--- src/design/cps_defs.svh ---
// shared constants of the codec power sequencer
`ifndef CPS_DEFS_SVH
`define CPS_DEFS_SVH
`define CPS_CLK_PERIOD_NS 10
`define CPS_NS_PER_MS 1000000
`define CPS_LATCH_MS 2
`define CPS_LATCH_MCLK 3000
`define CPS_N_CONV 9
`define CPS_ADDR_UPPER 4'h2
`define CPS_ADDR_SEL_W 3
`define CPS_REG_CTRL 4'h0
`define CPS_REG_STATUS 4'h4
`define CPS_REG_RATIO 4'h8
`define CPS_REG_LEVEL 4'hc
`define CPS_CTRL_RST 32'h0000_01ff
`define CPS_CTRL_MASK 32'h0003_01ff
`define CPS_RESP_OKAY 2'h0
`define CPS_RESP_SLVERR 2'h2
`define CPS_REF_CYCLES 16'h0040
`define CPS_CONV_CYCLES 16'h0040
`define CPS_RAMP_STEP 16'h0100
`define CPS_FS_TIMEOUT 16'hffff
`endif

--- src/design/cps_pkg.sv ---
// types of the codec power sequencer
`include "cps_defs.svh"
package cps_pkg;
	typedef enum logic [2:0] {
		CPS_SEQ_RESET = 3'h0,
		CPS_SEQ_LOCK = 3'h1,
		CPS_SEQ_DOWN = 3'h2,
		CPS_SEQ_REF = 3'h3,
		CPS_SEQ_CONV = 3'h4,
		CPS_SEQ_RUN = 3'h5
	} cps_seq_type;
	typedef enum logic [1:0] {
		CPS_MODE_RESET = 2'h0,
		CPS_MODE_DOWN = 2'h1,
		CPS_MODE_RUN = 2'h2,
		CPS_MODE_MIXED = 2'h3
	} cps_mode_type;
	typedef struct packed {
		logic [13:0] rsv_hi;
		logic analog_supply_select;
		logic quiescent_ramp_enable;
		logic [6:0] rsv_lo;
		logic [`CPS_N_CONV-1:0] converter_power_down_bits;
	} cps_ctrl_type;
	typedef struct packed {
		logic [6:0] port_addr;
		logic q_at_top;
		logic ratio_ok;
		logic mute;
		logic port_ready;
		cps_mode_type mode;
		cps_seq_type seq;
	} cps_status_type;
endpackage

--- src/design/cps_ratio_meter.sv ---
// frame sync period measurement in master clock cycles
`timescale 1ns/1ps
`default_nettype none
`include "cps_defs.svh"
module cps_ratio_meter #(
	parameter int CNT_W = 16,
	parameter logic [15:0] TIMEOUT = `CPS_FS_TIMEOUT
) (
	// clock and reset
	input wire logic ref_clk_in,
	input wire logic sys_rst_in,
	// control
	input wire logic restart_in,
	input wire logic frame_sync_in,
	// result
	output logic [CNT_W-1:0] ratio_out,
	output logic valid_out,
	output logic update_out
);
	logic fs_d_r;
	logic armed_r;
	logic [CNT_W-1:0] cnt_r;
	logic rise;
	assign rise = frame_sync_in & ~fs_d_r;

	always_ff @(posedge ref_clk_in) begin
		if (sys_rst_in) begin
			fs_d_r <= 1'b0;
		end else begin
			fs_d_r <= frame_sync_in;
		end
	end

	// a period longer than the timeout means frame sync is gone
	always_ff @(posedge ref_clk_in) begin
		if (sys_rst_in || restart_in) begin
			armed_r <= 1'b0;
			cnt_r <= '0;
			ratio_out <= '0;
			valid_out <= 1'b0;
			update_out <= 1'b0;
		end else begin
			update_out <= 1'b0;
			if (rise) begin
				cnt_r <= CNT_W'(1);
				armed_r <= 1'b1;
				if (armed_r) begin
					ratio_out <= cnt_r;
					valid_out <= 1'b1;
					update_out <= 1'b1;
				end
			end else if (armed_r) begin
				if (cnt_r == CNT_W'(TIMEOUT)) begin
					armed_r <= 1'b0;
					valid_out <= 1'b0;
				end else begin
					cnt_r <= cnt_r + 1'b1;
				end
			end
		end
	end
endmodule
`default_nettype wire

--- src/design/cps_q_ramp.sv ---
// gradual charge and discharge of the quiescent node level
`timescale 1ns/1ps
`default_nettype none
`include "cps_defs.svh"
module cps_q_ramp #(
	parameter int LVL_W = 8,
	parameter logic [15:0] STEP_CYCLES = `CPS_RAMP_STEP
) (
	// clock and reset
	input wire logic ref_clk_in,
	input wire logic sys_rst_in,
	// control
	input wire logic charge_in,
	input wire logic discharge_in,
	input wire logic hold_zero_in,
	// level
	output logic [LVL_W-1:0] level_out,
	output logic at_top_out
);
	logic [15:0] step_cnt_r;
	logic step;
	assign step = (step_cnt_r == STEP_CYCLES - 16'h0001);

	always_ff @(posedge ref_clk_in) begin
		if (sys_rst_in || step) begin
			step_cnt_r <= '0;
		end else begin
			step_cnt_r <= step_cnt_r + 16'h0001;
		end
	end

	// discharge wins over charge so a power-down never pops
	always_ff @(posedge ref_clk_in) begin
		if (sys_rst_in || hold_zero_in) begin
			level_out <= '0;
		end else if (step) begin
			if (discharge_in && level_out != '0) begin
				level_out <= level_out - 1'b1;
			end else if (charge_in && !discharge_in && level_out != '1) begin
				level_out <= level_out + 1'b1;
			end
		end
	end

	always_ff @(posedge ref_clk_in) begin
		if (sys_rst_in) begin
			at_top_out <= 1'b0;
		end else begin
			at_top_out <= (level_out == '1);
		end
	end
endmodule
`default_nettype wire

--- src/design/cps_top.sv ---
// codec power sequencer: reset hold, address latch, power-up/down, register slave
// Summary of operation
// - reset pin low clears and clamps everything
// - address latched 2 ms plus 3000 clocks later
// - no register access before address latch
// - count clocks per frame sync period
// - references, converters and filter run, then unclamp
// - reset, power down, running, mixed state decode
// - ramp bit discharges quiescent node gradually
// - clocking change while powered up mutes
// - address select pins sampled at the address latch
//
// The implementer's own choices: the register offsets and register access over AXI4-Lite.
`timescale 1ns/1ps
`default_nettype none
`include "cps_defs.svh"
module cps_top #(
	parameter int LATCH_CYCLES = `CPS_LATCH_MS * (`CPS_NS_PER_MS / `CPS_CLK_PERIOD_NS) + `CPS_LATCH_MCLK,
	parameter logic [15:0] REF_CYCLES = `CPS_REF_CYCLES,
	parameter logic [15:0] CONV_CYCLES = `CPS_CONV_CYCLES,
	parameter logic [15:0] RAMP_STEP = `CPS_RAMP_STEP,
	parameter logic [15:0] FS_TIMEOUT = `CPS_FS_TIMEOUT
) (
	// clock and reset
	input wire logic ref_clk_in,
	input wire logic sys_rst_in,
	// device pins
	input wire logic rst_pin_n_in,
	input wire logic frame_sync_in,
	input wire logic [`CPS_ADDR_SEL_W-1:0] address_select_pins_in,
	// axi4-lite write
	input wire logic [3:0] s_axi_awaddr_in,
	input wire logic s_axi_awvalid_in,
	output logic s_axi_awready_out,
	input wire logic [31:0] s_axi_wdata_in,
	input wire logic [3:0] s_axi_wstrb_in,
	input wire logic s_axi_wvalid_in,
	output logic s_axi_wready_out,
	output logic [1:0] s_axi_bresp_out,
	output logic s_axi_bvalid_out,
	input wire logic s_axi_bready_in,
	// axi4-lite read
	input wire logic [3:0] s_axi_araddr_in,
	input wire logic s_axi_arvalid_in,
	output logic s_axi_arready_out,
	output logic [31:0] s_axi_rdata_out,
	output logic [1:0] s_axi_rresp_out,
	output logic s_axi_rvalid_out,
	input wire logic s_axi_rready_in,
	// analog and datapath controls
	output logic ref_enable_out,
	output logic [`CPS_N_CONV-1:0] conv_enable_out,
	output logic filter_run_out,
	output logic outputs_clamp_out,
	output logic mute_out,
	output logic q_discharge_out,
	output logic [7:0] q_level_out,
	output logic analog_supply_select_out,
	// control port
	output logic port_ready_out,
	output logic [6:0] port_addr_out
);
	localparam int LW = $clog2(LATCH_CYCLES + 1);

	// ====================================================
	// reset pin synchroniser and address latch delay
	logic pin_s1_r;
	logic pin_s2_r;
	logic [LW-1:0] lock_cnt_r;

	always_ff @(posedge ref_clk_in) begin
		if (sys_rst_in) begin
			pin_s1_r <= 1'b0;
			pin_s2_r <= 1'b0;
		end else begin
			pin_s1_r <= rst_pin_n_in;
			pin_s2_r <= pin_s1_r;
		end
	end

	always_ff @(posedge ref_clk_in) begin
		if (sys_rst_in || !pin_s2_r) begin
			lock_cnt_r <= '0;
			port_ready_out <= 1'b0;
			port_addr_out <= '0;
		end else if (!port_ready_out) begin
			if (lock_cnt_r == LW'(LATCH_CYCLES - 1)) begin
				port_ready_out <= 1'b1;
				port_addr_out <= {`CPS_ADDR_UPPER, address_select_pins_in};
			end else begin
				lock_cnt_r <= lock_cnt_r + 1'b1;
			end
		end
	end

	// ====================================================
	// control register
	cps_pkg::cps_ctrl_type ctrl_r;
	logic [31:0] wr_merged;
	logic pd_all;
	logic pd_any_on;
	assign pd_all = &ctrl_r.converter_power_down_bits;
	assign pd_any_on = ~pd_all;

	logic aw_held_r;
	logic w_held_r;
	logic [3:0] awaddr_r;
	logic [31:0] wdata_r;
	logic [3:0] wstrb_r;
	logic wr_fire;
	logic wr_mapped;
	assign wr_fire = aw_held_r & w_held_r & ~s_axi_bvalid_out;
	assign wr_mapped = (awaddr_r == `CPS_REG_CTRL) || (awaddr_r == `CPS_REG_STATUS) ||
		(awaddr_r == `CPS_REG_RATIO) || (awaddr_r == `CPS_REG_LEVEL);

	genvar gi;
	generate
		for (gi = 0; gi < 4; gi++) begin : g_lane
			assign wr_merged[gi*8 +: 8] = wstrb_r[gi] ? wdata_r[gi*8 +: 8] : ctrl_r[gi*8 +: 8];
		end
	endgenerate

	// registers clear while the reset pin is low and ignore writes until latched
	always_ff @(posedge ref_clk_in) begin
		if (sys_rst_in || !pin_s2_r) begin
			ctrl_r <= `CPS_CTRL_RST;
		end else if (wr_fire && port_ready_out && awaddr_r == `CPS_REG_CTRL) begin
			ctrl_r <= wr_merged & `CPS_CTRL_MASK;
		end
	end

	// ====================================================
	// axi4-lite write channels
	always_ff @(posedge ref_clk_in) begin
		if (sys_rst_in) begin
			s_axi_awready_out <= 1'b0;
			s_axi_wready_out <= 1'b0;
			s_axi_bvalid_out <= 1'b0;
			s_axi_bresp_out <= `CPS_RESP_OKAY;
			aw_held_r <= 1'b0;
			w_held_r <= 1'b0;
			awaddr_r <= '0;
			wdata_r <= '0;
			wstrb_r <= '0;
		end else begin
			if (s_axi_awvalid_in && s_axi_awready_out) begin
				awaddr_r <= s_axi_awaddr_in;
				aw_held_r <= 1'b1;
				s_axi_awready_out <= 1'b0;
			end else if (!aw_held_r && !s_axi_bvalid_out) begin
				s_axi_awready_out <= 1'b1;
			end
			if (s_axi_wvalid_in && s_axi_wready_out) begin
				wdata_r <= s_axi_wdata_in;
				wstrb_r <= s_axi_wstrb_in;
				w_held_r <= 1'b1;
				s_axi_wready_out <= 1'b0;
			end else if (!w_held_r && !s_axi_bvalid_out) begin
				s_axi_wready_out <= 1'b1;
			end
			if (wr_fire) begin
				aw_held_r <= 1'b0;
				w_held_r <= 1'b0;
				s_axi_bvalid_out <= 1'b1;
				s_axi_bresp_out <= (port_ready_out && wr_mapped) ? `CPS_RESP_OKAY : `CPS_RESP_SLVERR;
			end else if (s_axi_bvalid_out && s_axi_bready_in) begin
				s_axi_bvalid_out <= 1'b0;
			end
		end
	end

	// ====================================================
	// measurement, ramp and state decode
	logic [15:0] ratio;
	logic ratio_ok;
	logic ratio_upd;
	logic [15:0] ratio_lock_r;
	logic pd_all_d_r;
	logic meter_restart;
	logic q_top;
	logic [7:0] q_level;
	cps_pkg::cps_seq_type seq_r;
	cps_pkg::cps_mode_type mode;

	// a fresh measurement is forced each time every converter goes down
	assign meter_restart = ~pin_s2_r | (pd_all & ~pd_all_d_r);

	cps_ratio_meter #(
		.CNT_W(16),
		.TIMEOUT(FS_TIMEOUT)
	) u_meter (
		.ref_clk_in(ref_clk_in),
		.sys_rst_in(sys_rst_in),
		.restart_in(meter_restart),
		.frame_sync_in(frame_sync_in),
		.ratio_out(ratio),
		.valid_out(ratio_ok),
		.update_out(ratio_upd)
	);

	cps_q_ramp #(
		.LVL_W(8),
		.STEP_CYCLES(RAMP_STEP)
	) u_ramp (
		.ref_clk_in(ref_clk_in),
		.sys_rst_in(sys_rst_in),
		.charge_in(pin_s2_r),
		.discharge_in(ctrl_r.quiescent_ramp_enable),
		.hold_zero_in(~pin_s2_r),
		.level_out(q_level),
		.at_top_out(q_top)
	);

	always_comb begin
		if (!pin_s2_r) begin
			mode = cps_pkg::CPS_MODE_RESET;
		end else if (pd_all) begin
			mode = cps_pkg::CPS_MODE_DOWN;
		end else if (ctrl_r.converter_power_down_bits == '0) begin
			mode = cps_pkg::CPS_MODE_RUN;
		end else begin
			mode = cps_pkg::CPS_MODE_MIXED;
		end
	end

	// ====================================================
	// power sequence
	logic [15:0] seq_cnt_r;
	logic seq_leave;
	assign seq_leave = pd_all | ctrl_r.quiescent_ramp_enable;

	always_ff @(posedge ref_clk_in) begin
		if (sys_rst_in || !pin_s2_r) begin
			seq_r <= cps_pkg::CPS_SEQ_RESET;
			seq_cnt_r <= '0;
		end else begin
			seq_cnt_r <= seq_cnt_r + 16'h0001;
			unique case (seq_r)
				cps_pkg::CPS_SEQ_RESET: begin
					seq_r <= cps_pkg::CPS_SEQ_LOCK;
				end
				cps_pkg::CPS_SEQ_LOCK: begin
					if (port_ready_out) begin
						seq_r <= cps_pkg::CPS_SEQ_DOWN;
					end
				end
				cps_pkg::CPS_SEQ_DOWN: begin
					seq_cnt_r <= '0;
					if (pd_any_on && ratio_ok && q_top && !ctrl_r.quiescent_ramp_enable) begin
						seq_r <= cps_pkg::CPS_SEQ_REF;
					end
				end
				cps_pkg::CPS_SEQ_REF: begin
					if (seq_leave) begin
						seq_r <= cps_pkg::CPS_SEQ_DOWN;
					end else if (seq_cnt_r == REF_CYCLES - 16'h0001) begin
						seq_r <= cps_pkg::CPS_SEQ_CONV;
						seq_cnt_r <= '0;
					end
				end
				cps_pkg::CPS_SEQ_CONV: begin
					if (seq_leave) begin
						seq_r <= cps_pkg::CPS_SEQ_DOWN;
					end else if (seq_cnt_r == CONV_CYCLES - 16'h0001) begin
						seq_r <= cps_pkg::CPS_SEQ_RUN;
					end
				end
				cps_pkg::CPS_SEQ_RUN: begin
					if (seq_leave) begin
						seq_r <= cps_pkg::CPS_SEQ_DOWN;
					end
				end
				default: begin
					seq_r <= cps_pkg::CPS_SEQ_RESET;
				end
			endcase
		end
	end

	// ====================================================
	// clocking change detection
	always_ff @(posedge ref_clk_in) begin
		if (sys_rst_in || !pin_s2_r) begin
			pd_all_d_r <= 1'b1;
			ratio_lock_r <= '0;
			mute_out <= 1'b0;
		end else begin
			pd_all_d_r <= pd_all;
			if (ratio_upd && (pd_all || ratio_lock_r == '0)) begin
				ratio_lock_r <= ratio;
			end
			// cleared by a full power-down, where detection is off, or by the reset pin
			if (pd_any_on && ((ratio_upd && ratio != ratio_lock_r && ratio_lock_r != '0) ||
				(!ratio_ok && seq_r != cps_pkg::CPS_SEQ_DOWN))) begin
				mute_out <= 1'b1;
			end else if (pd_all) begin
				mute_out <= 1'b0;
			end
		end
	end

	// ====================================================
	// registered analog controls
	logic seq_pwr;
	logic seq_conv;
	assign seq_pwr = (seq_r == cps_pkg::CPS_SEQ_REF) | seq_conv;
	assign seq_conv = (seq_r == cps_pkg::CPS_SEQ_CONV) | (seq_r == cps_pkg::CPS_SEQ_RUN);

	always_ff @(posedge ref_clk_in) begin
		if (sys_rst_in || !pin_s2_r) begin
			ref_enable_out <= 1'b0;
			conv_enable_out <= '0;
			filter_run_out <= 1'b0;
			outputs_clamp_out <= 1'b1;
			q_discharge_out <= 1'b0;
			q_level_out <= '0;
			analog_supply_select_out <= 1'b0;
		end else begin
			ref_enable_out <= seq_pwr;
			conv_enable_out <= {`CPS_N_CONV{seq_conv}} & ~ctrl_r.converter_power_down_bits;
			filter_run_out <= seq_conv;
			outputs_clamp_out <= (seq_r != cps_pkg::CPS_SEQ_RUN) || seq_leave;
			q_discharge_out <= ctrl_r.quiescent_ramp_enable;
			q_level_out <= q_level;
			analog_supply_select_out <= ctrl_r.analog_supply_select;
		end
	end

	// ====================================================
	// axi4-lite read channel
	cps_pkg::cps_status_type status;
	logic [31:0] rd_word;
	logic [1:0] rd_resp;
	assign status = '{port_addr: port_addr_out, q_at_top: q_top, ratio_ok: ratio_ok,
		mute: mute_out, port_ready: port_ready_out, mode: mode, seq: seq_r};

	always_comb begin
		rd_word = '0;
		rd_resp = `CPS_RESP_OKAY;
		unique case (s_axi_araddr_in)
			`CPS_REG_CTRL: rd_word = ctrl_r;
			`CPS_REG_STATUS: rd_word = {16'h0000, status};
			`CPS_REG_RATIO: rd_word = {16'h0000, ratio};
			`CPS_REG_LEVEL: rd_word = {24'h000000, q_level};
			default: rd_resp = `CPS_RESP_SLVERR;
		endcase
		if (!port_ready_out) begin
			rd_word = '0;
			rd_resp = `CPS_RESP_SLVERR;
		end
	end

	always_ff @(posedge ref_clk_in) begin
		if (sys_rst_in) begin
			s_axi_arready_out <= 1'b0;
			s_axi_rvalid_out <= 1'b0;
			s_axi_rdata_out <= '0;
			s_axi_rresp_out <= `CPS_RESP_OKAY;
		end else if (s_axi_arvalid_in && s_axi_arready_out) begin
			s_axi_arready_out <= 1'b0;
			s_axi_rvalid_out <= 1'b1;
			s_axi_rdata_out <= rd_word;
			s_axi_rresp_out <= rd_resp;
		end else if (s_axi_rvalid_out && s_axi_rready_in) begin
			s_axi_rvalid_out <= 1'b0;
			s_axi_arready_out <= 1'b1;
		end else if (!s_axi_rvalid_out) begin
			s_axi_arready_out <= 1'b1;
		end
	end
endmodule
`default_nettype wire

--- config.mk ---
export PLATFORM = sky130hd
export DESIGN_NAME = cps_top
export DESIGN_NICKNAME = d
export VERILOG_FILES = /design/src/design/cps_pkg.sv /design/src/design/cps_ratio_meter.sv /design/src/design/cps_q_ramp.sv /design/src/design/cps_top.sv
export VERILOG_INCLUDE_DIRS = /design/src /design/src/design
export SDC_FILE = /design/constraint.sdc
export NUM_CORES = 1
export LEC_CHECK = 0
export BUFFER_PORTS_ARGS = -buffer_cell sky130_fd_sc_hd__buf_2
export CORE_MARGIN = 10
export CORE_UTILIZATION = 25
export CTS_CLUSTER_SIZE = 24
export DETAILED_ROUTE_END_ITERATION = 10
export PLACE_DENSITY_LB_ADDON = 0.2
export SKIP_CTS_REPAIR_TIMING = 1
export SLEW_MARGIN = 5
export SYNTH_ARGS = -nofsm -noshare
export SYNTH_HDL_FRONTEND = slang
export SYNTH_SLANG_ARGS = --single-unit
--- constraint.sdc ---
create_clock -name ref_clk_in -period 4.45 [get_ports ref_clk_in]
set_input_delay 0.445 -clock ref_clk_in [delete_from_list [all_inputs] [get_ports ref_clk_in]]
set_output_delay 0.445 -clock ref_clk_in [all_outputs]
set_load 0.05 [all_outputs]
==> run metrics <==
Post-DRT Antenna Nets 0; vias per cell 4.48; area delta synth->final 19.0%; Detailed Route WL 23300 um; Initial DRC Count 315; Vias 6731; max-slew violations 0; Worst VDD drop 0.232 mV; first-pass GRT wire length 37200 um; critical path data required time 4.85 ns; fill count 3666; run status finished, final reports clean; CORE AREA 0.0337 mm2; worst-path fanout max 8; proportion of layout cells with a drive suffix above 1 0.149; Post-synth ARST share 0; num rows 67; ys flop type dfxtp_1; global-route usage over all layers 0.108; Seq/Total Area, Yosys 0.469; final worst setup slack 1.32 ns; Max-Cap Viols 0; Syn Inst Count 959; number of global-route vias before repair 6572; synthesized area per cell 8.94 um2; DP HPWL 16600 um; Area after DPL 0.00937 mm2; relative slew slack 0.241; Initial Utilization 0.255; DRC viols 0; crit share post-route 0.702; Worst Clk Skew 0.00963 ns; total CTS buffers 25; clock buffer depth 3; Lkg Pwr 0.00398 uW; initial antenna violation count 0; Crit. End Element flop; GRT overflow 0; RSZ-0062 raised after global routing false; synth unique cells 69; critical path arrival 3.52 ns; PortBufs 86; Hold Fails Final Rpt 0; # IOs 128; Worst-Skew Late Latency 0.51 ns; Setup CP Type reg -> reg; Pwr Density 395 mW/mm2; CTS root buffer clkbuf_16; final instance area 0.0102 mm2; Placement Setup Slack 1.33 ns; Final #Nets 1101; width of the die 205 um; number of synthesized flops with an enable pin 0; CTS tree yes; Worst-Margin Slew 1.14 ns; routability cong. 0.752; DR WL/cell 15.5 um; TNS Setup 0 ns; fmax 0.320 GHz; largest net degree at the start of global routing 50; H-tree depth 1; flops & latches, synth 201; HP Class in -> reg; critical path launch point type flop; cell area after synthesis 0.00858 mm2; Ys Warns 0; die footprint 0.0421 mm2; Initial DRT Pass Iterations 4; chip height 205 um; Worst-path clk slew 0.06 ns; number of clock sinks 201; min Tclk post-route 3.13 ns; number of setup violations in the final report 0
## state kept, by name, indices dropped and copies added, names as in the netlist, 3 cells and up
signal and count:
u_meter.ratio_out 16, port_addr_out 4, s_axi_rdata_out 18, q_level_out 8, wdata_r 11, wstrb_r 3, u_meter.cnt_r 16, ratio_lock_r 16
seq_r 3, u_ramp.step_cnt_r 16, seq_cnt_r 16, ctrl_r 11, conv_enable_out 9, u_ramp.level_out 8, awaddr_r 4, lock_cnt_r 18
## worst max-delay path, stage by stage, from the launching register on
cell	delay (ns)
dfxtp_1	0.40
or4_1	0.58
o21ai_2	0.26
inv_1	0.21
ha_1	0.33
a211oi_1	0.38
o21ai_0	0.19
a211oi_1	0.24
o21ai_1	0.11
mux2_1	0.30
## report_power, final
part / total [uW] / internal (uW) / switching (uW)
registers: 1840 / 1820 / 16.0
clock network: 2040 / 1260 / 782
logic: 157 / 40.3 / 117
total: 4030 / 3120 / 915
## cell families (layout without fill, tap and decap cells)
group / Yosys count / in the layout / synth area share
multiplexers: 38 / 38 / 0.0534
AND/OR/NAND/NOR: 419 / 419 / 0.236
other: 1 / 20 / 0.000437
adder cells (fa/ha/maj): 10 / 10 / 0.0155
XOR/XNOR: 72 / 72 / 0.0735
AO/OA/AOI/OAI: 137 / 137 / 0.105
flip-flops: 201 / 201 / 0.469
buffers and inverters: 81 / 157 / 0.0465
## cell usage in the layout (no fill, tap or decap), types with 8 or more instances in the layout
| master | count |
|---|---|
| nand2_1 | 122 |
| o21ai_0 | 15 |
| buf_2 | 86 |
| a21oi_1 | 60 |
| nor2b_1 | 11 |
| and2_1 | 14 |
| nand4_1 | 19 |
| nand3_1 | 36 |
| a22o_1 | 16 |
| nor4_1 | 17 |
| conb_1 | 19 |
| dfxtp_1 | 201 |
| a211oi_1 | 11 |
| inv_1 | 20 |
| xor2_1 | 37 |
| nor2_1 | 128 |
| ha_1 | 9 |
| nor3_1 | 16 |
| xnor2_1 | 35 |
| and3_1 | 8 |
| mux2i_1 | 30 |
| clkbuf_16 | 25 |
## cells in the mapped netlist, types with 5 or more instances
cell type | instances | area share
and2_1 | 14 | 0.010
mux2i_1 | 30 | 0.035
dfxtp_1 | 201 | 0.47
buf_4 | 19 | 0.017
buf_2 | 7 | 0.0041
nor4_1 | 17 | 0.012
inv_1 | 20 | 0.0088
nor2_1 | 128 | 0.056
a21oi_1 | 61 | 0.036
o21ai_0 | 15 | 0.0088
a211oi_1 | 11 | 0.0096
nand2_1 | 122 | 0.053
nand3_1 | 36 | 0.021
xor2_1 | 37 | 0.038
and3_1 | 8 | 0.0058
mux4_2 | 6 | 0.016
nor2b_1 | 12 | 0.0088
nor3_1 | 16 | 0.0093
ha_1 | 9 | 0.013
nand2b_1 | 7 | 0.0051
nand4_1 | 19 | 0.014
or3_1 | 7 | 0.0051
and4_1 | 6 | 0.0061
clkbuf_1 | 30 | 0.013
or4_1 | 5 | 0.0044
a22o_1 | 16 | 0.016
a32o_1 | 6 | 0.0070
xnor2_1 | 35 | 0.036
## through the flow
stage          power [uW]  cells  hold WS [ns]   util
6_report             4030   1502         0.170  0.303
5_1_grt              4200   1501         0.173  0.303
4_1_cts              4110   1501         0.148  0.303
3_5_place_dp         2030   1456         0.423  0.278
3_3_place_gp         2030   1456         0.426  0.278
2_1_floorplan        2000    977         0.413      -
## final cells by class
| class | count | area, um2 | share of cell area |
|---|---|---|---|
| diodes | 1 | 2.50 | 0.000245 |
| clock buffers | 35 | 733 | 0.0718 |
| clock inverters | 10 | 104 | 0.0102 |
| inverters | 21 | 78.8 | 0.00772 |
| multi-input cells | 695 | 4240 | 0.415 |
| flip-flops and latches | 201 | 4020 | 0.394 |
| well taps | 448 | 561 | 0.0549 |
| repair buffers | 91 | 468 | 0.0458 |
## final timing paths
kind / to / slack, ns / cells after the start / from
hold / removal: port_addr_out[0]$_SDFFE_PP0P_ / 0.17 / 3 / address_select_pins_in[0]
setup / recovery: u_ramp.level_out[7]$_SDFFE_PP0P_ / 1.32 / 9 / u_ramp.level_out[0]$_SDFFE_PP0P_
setup reg to reg: u_ramp.level_out[7]$_SDFFE_PP0P_ / 1.32 / 9 / u_ramp.level_out[0]$_SDFFE_PP0P_
hold reg to reg: u_ramp.step_cnt_r[0]$_SDFF_PP0_ / 0.44 / 1 / u_ramp.step_cnt_r[0]$_SDFF_PP0_
## metal layers
metal / vias to the layer above / track usage / wire length, um
li1: 3441 / - / -
met1: 3139 / 0.155 / 11800
met2: 121 / 0.163 / 9760
met3: 30 / 0.0190 / 1180
met4: 0 / 0.0294 / 527
met5: - / 0 / 0
(Power assumes the default switching activity.)
